$ cat src/design/urd_regs.vh
// Purpose: Constants for the UART host register decode
// Assumes: Three address lines, eight-bit data
// Notes:   Offsets are register addresses on the parallel bus
`ifndef URD_REGS_VH
`define URD_REGS_VH
`define URD_ADDR_DATA      3'h0
`define URD_ADDR_IEN       3'h1
`define URD_ADDR_ISTAT     3'h2
`define URD_ADDR_LCTL      3'h3
`define URD_ADDR_MCTL      3'h4
`define URD_ADDR_LSTAT     3'h5
`define URD_ADDR_MSTAT     3'h6
`define URD_ADDR_SCR       3'h7
`define URD_ENH_SET        8'hbf
`define URD_DIV_ZERO       8'h00
`define URD_BIT_DLAB       7
`define URD_BIT_ENH        4
`define URD_BIT_FSEL       6
`define URD_RST_BYTE       8'h00
`define URD_RST_LCTL       8'h00
`define URD_RST_ISTAT_SRC  4'h1
`endif

$ cat src/design/urd_decode.v
// Purpose: Host register decode of an enhanced UART with 64-byte FIFOs
// Assumes: Host strobes are synchronous one-cycle pulses on clock
// Notes:   Serial engine, FIFOs and baud logic sit outside this block
`timescale 1ns/1ns
`include "urd_regs.vh"
`default_nettype none
module urd_decode #(
  parameter [7:0] REVISION = 8'h01, // Arbitrary value
  parameter [7:0] IDENT    = 8'h5a  // Arbitrary value
) (
  // Clock and reset
  input  wire       clock,
  input  wire       rstn,
  // Host bus
  input  wire [2:0] addr,
  input  wire [7:0] wdata,
  input  wire       wr_stb,
  input  wire       rd_stb,
  output reg  [7:0] rdata,
  // Serial engine side
  input  wire [7:0] rx_byte,
  input  wire [3:0] int_source,
  input  wire       int_xoff,
  input  wire       int_flow,
  input  wire [7:0] line_status,
  input  wire [7:0] modem_status,
  input  wire [7:0] fifo_level_count,
  output reg        rx_pop,
  output reg        tx_push,
  output reg  [7:0] tx_byte,
  output reg        rx_fifo_reset,
  output reg        tx_fifo_reset,
  output reg  [7:0] fifo_threshold,
  output reg        fifo_threshold_load,
  output wire [7:0] interrupt_enable_eff,
  output reg  [7:0] fifo_control,
  output reg  [7:0] line_control,
  output reg  [7:0] modem_control,
  output reg  [7:0] divisor_low,
  output reg  [7:0] divisor_high,
  output reg  [7:0] divisor_fraction,
  output reg  [7:0] feature_control,
  output reg  [7:0] enhanced_function,
  output reg  [7:0] modem_status_write,
  output reg  [7:0] enhanced_mode_select,
  output reg  [7:0] resume_char_one,
  output reg  [7:0] resume_char_two,
  output reg  [7:0] pause_char_one,
  output reg  [7:0] pause_char_two
);

  reg  [7:0] interrupt_enable;
  reg  [7:0] scratch_byte;
  reg  [7:0] next_rdata;
  wire       enh_set  = (line_control == `URD_ENH_SET);
  wire       dlab     = line_control[`URD_BIT_DLAB];
  wire       enh_on   = enhanced_function[`URD_BIT_ENH];
  wire       div_sel  = dlab && !enh_set;
  wire       div_zero = (divisor_low == `URD_DIV_ZERO) &&
                        (divisor_high == `URD_DIV_ZERO);
  wire       fsel     = feature_control[`URD_BIT_FSEL];
  // Pair open in either case per the enhanced bit
  wire       stat_sel = enh_on ? !dlab : !enh_set;
  wire       frac_sel = div_sel && enh_on;

  // Hidden enhanced bits read and act as zero
  assign interrupt_enable_eff = enh_on ? interrupt_enable :
                                {4'h0, interrupt_enable[3:0]};

  // Read mux; fraction wins over status when both selectable
  always @*
  begin
    next_rdata = 8'h00;
    case (addr)
      `URD_ADDR_DATA:
        if (enh_set)
          next_rdata = fifo_level_count;
        else if (div_sel)
          next_rdata = div_zero ? REVISION : divisor_low;
        else
          next_rdata = rx_byte;
      `URD_ADDR_IEN:
        if (enh_set)
          next_rdata = feature_control;
        else if (div_sel)
          next_rdata = div_zero ? IDENT : divisor_high;
        else
          next_rdata = interrupt_enable_eff;
      `URD_ADDR_ISTAT:
        if (frac_sel)
          next_rdata = divisor_fraction;
        else if (stat_sel)
          next_rdata = {fifo_control[0], fifo_control[0],
                        enh_on & int_flow, enh_on & int_xoff,
                        int_source};
        else if (enh_set)
          next_rdata = enhanced_function;
      `URD_ADDR_LCTL:
        next_rdata = line_control;
      `URD_ADDR_MCTL:
        next_rdata = enh_set ? resume_char_one : modem_control;
      `URD_ADDR_LSTAT:
        next_rdata = enh_set ? resume_char_two : line_status;
      `URD_ADDR_MSTAT:
        next_rdata = enh_set ? pause_char_one : modem_status;
      `URD_ADDR_SCR:
        if (enh_set)
          next_rdata = pause_char_two;
        else
          next_rdata = fsel ? fifo_level_count : scratch_byte;
      default:
        next_rdata = 8'h00;
    endcase
  end

  always @(posedge clock or negedge rstn)
  begin
    if (!rstn)
    begin
      rdata                <= `URD_RST_BYTE;
      rx_pop               <= 1'b0;
      tx_push              <= 1'b0;
      tx_byte              <= `URD_RST_BYTE;
      rx_fifo_reset        <= 1'b0;
      tx_fifo_reset        <= 1'b0;
      fifo_threshold       <= `URD_RST_BYTE;
      fifo_threshold_load  <= 1'b0;
      interrupt_enable     <= `URD_RST_BYTE;
      fifo_control         <= `URD_RST_BYTE;
      line_control         <= `URD_RST_LCTL;
      modem_control        <= `URD_RST_BYTE;
      divisor_low          <= `URD_RST_BYTE;
      divisor_high         <= `URD_RST_BYTE;
      divisor_fraction     <= `URD_RST_BYTE;
      feature_control      <= `URD_RST_BYTE;
      enhanced_function    <= `URD_RST_BYTE;
      modem_status_write   <= `URD_RST_BYTE;
      enhanced_mode_select <= `URD_RST_BYTE;
      scratch_byte         <= `URD_RST_BYTE;
      resume_char_one      <= `URD_RST_BYTE;
      resume_char_two      <= `URD_RST_BYTE;
      pause_char_one       <= `URD_RST_BYTE;
      pause_char_two       <= `URD_RST_BYTE;
    end
    else
    begin
      // Pulses last one cycle
      rx_pop              <= 1'b0;
      tx_push             <= 1'b0;
      rx_fifo_reset       <= 1'b0;
      tx_fifo_reset       <= 1'b0;
      fifo_threshold_load <= 1'b0;
      if (rd_stb)
      begin
        rdata <= next_rdata;
        // Only a true data read consumes a receive byte
        if (addr == `URD_ADDR_DATA && !enh_set && !div_sel)
          rx_pop <= 1'b1;
      end
      if (wr_stb)
      begin
        case (addr)
          `URD_ADDR_DATA:
            if (enh_set)
            begin
              fifo_threshold      <= wdata;
              fifo_threshold_load <= 1'b1;
            end
            else if (div_sel)
              divisor_low <= wdata;
            else
            begin
              tx_byte <= wdata;
              tx_push <= 1'b1;
            end
          `URD_ADDR_IEN:
            if (enh_set)
              feature_control <= wdata;
            else if (div_sel)
              divisor_high <= wdata;
            else
              interrupt_enable <= wdata;
          `URD_ADDR_ISTAT:
            if (frac_sel)
              divisor_fraction <= wdata;
            else if (stat_sel)
            begin
              // Reset bits self-clear; never stored
              fifo_control  <= {wdata[7:3], 2'b00, wdata[0]};
              rx_fifo_reset <= wdata[1];
              tx_fifo_reset <= wdata[2];
            end
            else if (enh_set)
              enhanced_function <= wdata;
          `URD_ADDR_LCTL:
            line_control <= wdata;
          `URD_ADDR_MCTL:
            if (enh_set)
              resume_char_one <= wdata;
            else
              modem_control <= wdata;
          `URD_ADDR_LSTAT:
            if (enh_set)
              resume_char_two <= wdata;
          `URD_ADDR_MSTAT:
            if (enh_set)
              pause_char_one <= wdata;
            else if (enh_on)
              modem_status_write <= wdata;
          `URD_ADDR_SCR:
            if (enh_set)
              pause_char_two <= wdata;
            else if (fsel)
              enhanced_mode_select <= wdata;
            else
              scratch_byte <= wdata;
          default:
            scratch_byte <= scratch_byte;
        endcase
      end
    end
  end

endmodule // urd_decode
`default_nettype wire

$ cat config.mk
export PLATFORM = sky130hd
export DESIGN_NAME = urd_decode
export DESIGN_NICKNAME = d
export VERILOG_FILES = /design/src/design/urd_decode.v
export VERILOG_INCLUDE_DIRS = /design/src /design/src/design
export SDC_FILE = /design/constraint.sdc
export NUM_CORES = 1
export LEC_CHECK = 0
export ABC_AREA = 1
export BUFFER_PORTS_ARGS = -buffer_cell sky130_fd_sc_hd__buf_2
export CAP_MARGIN = 25
export CORE_MARGIN = 2
export CORE_UTILIZATION = 30
export DETAILED_ROUTE_END_ITERATION = 8
export GPL_TIMING_DRIVEN = 0
export HOLD_SLACK_MARGIN = 0.03
export PLACE_DENSITY_LB_ADDON = 0.12
export SYNTH_ARGS = -nofsm -noshare
export SYNTH_HDL_FRONTEND = slang
export SYNTH_SLANG_ARGS = --single-unit
$ cat constraint.sdc
create_clock -name clock -period 4.2 [get_ports clock]
set_input_delay 0.21 -clock clock [delete_from_list [all_inputs] [get_ports clock]]
set_output_delay 0.21 -clock clock [all_outputs]
set_load 0.05 [all_outputs]
* Word-level counts from Yosys, hierarchy flattened *
Index checks and enable logic that the tools add are counted.

cells by class
  eq/ne operators = 8
  bitwise logic cells = 7
  reduce and logical (&&, ||, !) cells = 29
  muxes and demuxes = 34

operator list
  kind                                            count
  2-to-1 mux 8 bit                                15
  one-hot mux 8 bit (8 select lines)              1
  AND reduction 4 bit                             8
  AND reduction 3 bit                             8
  2-to-1 mux 1 bit                                18
  zero test 8 bit                                 2
  == test 3 bit (second input constant)           4
  == test 8 bit (second input constant)           1
  == test 3 x 2 -> 1 bit (second input constant)  2
  logical AND 1 bit                               5
  inverter 1 bit                                  5
  AND reduction 5 bit                             1
  == test 3 x 1 -> 1 bit (second input constant)  1
  zero test 1 bit                                 3
  zero test 3 bit                                 1
  bitwise AND 1 bit                               2
  AND reduction 2 bit                             1

storage, ports and cells
  word-level logic and storage cells = 102
  register bits = 155

* Logic depth before layout (Yosys ltp) *
  word-level depth = 7
  gate-level depth with buffers = 15

* Worst setup path after synthesis *
Ideal clock, no wire load.

  kind = register -> register
  start point = register line_control[4]
  end point = register rdata[6]
  path slack = 2,234 ps
  cell stages (with the launch flop) = 10
  library setup time = 121 ps
  arrival time = 1,845 ps
  path buffers = 2
  cell sequence = dfrtp_1 > nand2_1 > nor2_8 > nand2_4 > buf_6 > buf_2 > o21ai_0 > a21oi_1 > o21bai_1 > nand2_1

between the ends
  word-level cells in the longest chain between the ends = 6
  elaborated cells on any way between the ends = 17

RTL lines
  item                                                   RTL line                                           source
  from (decl)                                            urd_decode.v:37                                    output reg [7:0] line_control,
  from (signal assigned)                                 urd_decode.v:130                                   line_control <= `URD_RST_LCTL;
  from (signal assigned)                                 urd_decode.v:196                                   line_control <= wdata;
  == test 8 bit (no source line) *                       n/a
  zero test 1 bit                                        urd_decode.v:58, urd_decode.v:63
  2-to-1 mux 1 bit or logical AND 1 bit (tied branches)  urd_decode.v:63, urd_decode.v:58
  2-to-1 mux 8 bit (tied with other cells)               urd_decode.v:92                                    else if (stat_sel)
  2-to-1 mux 8 bit (on tied branches)                    urd_decode.v:90, urd_decode.v:83, urd_decode.v:76
  one-hot mux 8 bit (8 select lines) *                   urd_decode.v:74                                    case (addr)
  to (signal assigned)                                   urd_decode.v:120                                   rdata <= `URD_RST_BYTE;
  to (signal assigned)                                   urd_decode.v:155                                   rdata <= next_rdata;
  to (decl)                                              urd_decode.v:19                                    output reg [7:0] rdata,

Every way passes the cells marked *; elsewhere a longest branch is shown, timed or not.
A chain may end at the register's enable or synchronous reset.

* Final worst setup path *
  start point = register line_control[7]
  end point = register rdata[6]

between the ends
  word-level cells in the longest chain between the ends = 6
  elaborated cells on any way between the ends = 18

RTL lines
  item                                                   RTL line
  == test 8 bit (no source line)                         n/a
  zero test 1 bit                                        urd_decode.v:58, urd_decode.v:63
  2-to-1 mux 1 bit or logical AND 1 bit (tied branches)  urd_decode.v:63, urd_decode.v:58
  2-to-1 mux 8 bit (tied with other cells)               urd_decode.v:92
  2-to-1 mux 8 bit (on tied branches)                    urd_decode.v:90, urd_decode.v:83, urd_decode.v:76
  one-hot mux 8 bit (8 select lines) *                   urd_decode.v:74

Marks and branches as above.

==> results.tsv <==
stage	metric	value	unit
worst_setup_path	worstPathCellList	clkbuf_1 -> nand2_1 -> nand2_1 -> o21ai_0 -> a21oi_1 -> o21bai_1 -> nand2_1	
timing	maxSlewHeadroom	0.3990	
timing	tns	0	ns
grt	grt_pass1_vias	7110	
routing	vias_per_cell	4.766	
grt	grt_usage	0.2240	
timing	final.period_utilization	0.5193	
cts	ctsResizeCount	0	
routing	drt.antenna.violating_nets	0	
cells_and_area	area_delta_synth_final	28.34	%
logic_synthesis	synth.top_cells.by_area	dfrtp_1, nand2_1, o21ai_0	
timing	fin_skew	0.01191	ns
worst_setup_path	cpMostUsedCell	nand2_1	
routing	first_iter_violations	464	
floorplan	die_area	0.02562	mm2
cts	cts_tree	built	
floorplan	start_util	0.3031	
logic_synthesis	synth.top_cells.by_count	nand2_1, dfrtp_1, o21ai_0	
placed_design	gp_congestion	0.8319	
cells_and_area	nets	1205	
worst_setup_path	cp_slowest_stage_delay	0.51	ns
worst_setup_path	cp_max_fo	10	
cells_and_area	drive_above_1_share	0.2352	
logic_synthesis	avgSynthCellArea	7.832	um2
logic_synthesis	synthFlopType	dfrtp_1	
grt	grt-ovfl-total	0	
power	p_per_area	483.0	mW/mm2
worst_setup_path	critPathTopFamily	simple AND/OR/NAND/NOR gates	
logic_synthesis	async_flop_share	1.000	
timing	rsz0062_at_grt	false	
logic_synthesis	synth_most_common_cell	nand2_1	
logic_synthesis	synth-seq-cells	155	
timing	maxSlewViolCount	0	
logic_synthesis	synth_largest_area_cell	dfrtp_1	
logic_synthesis	synth_area	0.007307	mm2
cts	cts_buffers	17	
worst_setup_path	timing.rr.start	line_control[7]	
grt	antenna_found_initial	4	
cts	clk_pin_slew	0.07	ns
worst_setup_path	start_kind	flip-flop	
outcome	status	finished, final reports clean	
worst_setup_path	arrival	2.55	ns
cells_and_area	n_fill_cell	2689	
routing	num_vias	7111	
floorplan	die_w	160.1	um
routing	drtPass1Iterations	5	
timing	max_freq	458.5	MHz
worst_setup_path	cp_slowest_cell	clkbuf_1	
min_path	hp-class	in -> reg	
cts	root_buffer	clkbuf_16	
timing	max_slew.worst_pin.slew	0.9015	ns
timing	fin_ws	2.019	ns
grt	grt_max_degree	107	
logic_synthesis	ys_seq_area_frac	0.5308	
logic_synthesis	syn_inst	933	
routing	wl	28130	um
worst_setup_path	critPathKind	reg -> reg	
timing	finalCriticalPeriod	2.181	ns
timing	final_hold_viol_count	0	
min_path	hp-start	fifo_level_count[3]	
worst_setup_path	reg2reg_depth	7	
power	power_leakage	0.005044	uW
cells_and_area	regArea	0.003879	mm2
cts	cts_max_level	4	
logic_synthesis	yosys_warnings	0	
cts	clock_path_buffers	2	
worst_setup_path	cp_num_buf_inv	1	
job	maxCapViolCount	0	
placed_design	port-buffer-count	197	
worst_setup_path	critical_path_depth	7	
cells_and_area	multiInputGateArea	0.002917	mm2
routing	drc	0	
grt	grt_pass1_wl	43080	um
placed_design	pre_cts_ws	2.051	ns
cts	clock-sinks	155	
worst_setup_path	cp-startpoint	line_control[7]	
placed_design	dp_hpwl	20650	um
timing	setup-violations-final	0	
logic_synthesis	synth_edf_count	0	
floorplan	core_area	0.02411	mm2
floorplan	io_pins	202	
min_path	hold_depth	5	
logic_synthesis	synth_top_cell_area_share	0.5308	
floorplan	rows	57	
routing	wl_per_cell	18.85	um
power	ir_drop	0.0002329	V
floorplan	die_y	160.1	um
cts	cts_setup_buffers	0	
cts	clock_latency	0.43	ns
worst_setup_path	cp.required	4.57	ns
logic_synthesis	synth_cell_type_count	27	
worst_setup_path	crit_path_end_kind	flip-flop	
-- logic make-up (layout without fill, tap and decap cells) --
family | count (synthesis) | count (layout) | synth area share
AND/OR/NAND/NOR | 483 | 483 | 0.2728
AO/OA/AOI/OAI | 179 | 179 | 0.1253
buffers and inverters | 115 | 346 | 0.07055
other | 1 | 5 | 0.0005132
flip-flops | 155 | 155 | 0.5308
-- worst reg2reg max path, cell delays in order, from the launching register on --
cell and delay [ns]:
dfrtp_1 0.45, clkbuf_1 0.51, nand2_1 0.32, nand2_1 0.21
o21ai_0 0.10, a21oi_1 0.30, o21bai_1 0.15, nand2_1 0.08
-- routing by layer --
layer / vias up / GRT usage / wire [um]
li1: 3443 / - / -
met1: 3420 / 0.3029 / 13090
met2: 210 / 0.3477 / 12540
met3: 38 / 0.06701 / 1901
met4: 0 / 0.06634 / 594
met5: - / 0 / 0
-- layout make-up --
cell class,count,area share
clock inverter,14,0.01935
timing repair buffer,199,0.1102
inverter,62,0.02482
antenna,3,0.0008005
clock buffer,18,0.04683
buffer,53,0.03015
multi-input combinational,664,0.3110
sequential,155,0.4136
tap,324,0.04323
-- state kept, by name, summed over array words and instances (netlist names), 6 cells and up --
signal	cells
fifo_control	6
modem_control	8
feature_control	8
scratch_byte	8
pause_char_two	8
resume_char_two	8
modem_status_write	8
enhanced_mode_select	8
enhanced_function	8
resume_char_one	8
rdata	8
tx_byte	8
divisor_low	8
pause_char_one	8
fifo_threshold	8
line_control	8
divisor_fraction	8
interrupt_enable	8
divisor_high	8
-- placed cells by master (no fill, tap or decap), drive strengths merged --
cell,instances
o21bai,2
conb,2
o211ai,1
nand4,9
clkbuf,41
nor3,1
nand3,51
nand3b,11
clkinv,2
a21oi,11
nand2,366
a31oi,4
inv,68
buf,228
o21ai,160
dfrtp,155
diode,3
bufinv,3
nor2,45
clkinvlp,3
dlygate4sd3,1
a41oi,1
-- report_power, final --
part	switching [uW]	total [uW]	internal (uW)
logic	835	1090	258
registers	135	1780	1640
clock network	695	1660	965
total	1670	4530	2860
-- final timing paths --
check | to | slack (ns)
min in group asynchronous | rdata[4] | 0.26
max in group asynchronous | scratch_byte[1] | 3.04
worst max register to register | rdata[6] | 2.02
worst min register to register | rdata[7] | 0.48
worst max-delay path | rdata[6] | 2.02
worst min-delay path | rdata[3] | 0.18
-- metrics by stage --
stage,utilization,instances,hold WS (ns),instance area (um2),power (uW)
after detailed placement,0.3626,1456,0.1469,8740,2901
final,0.3890,1492,0.1799,9378,4529
after global placement,0.3610,1455,0.4627,8702,2893
after global routing,0.3889,1491,0.1776,9375,4724
after floorplan,-,934,-0.08559,7311,2535
after CTS,0.3887,1489,0.1660,9370,4565
-- timing repair --
action                                  in CTS  in global routing
endpoints found under the hold margin       49                  0
endpoints found under the setup margin       0                  0
hold buffers                                 1                  0
Power figures use the tool's default switching activity.
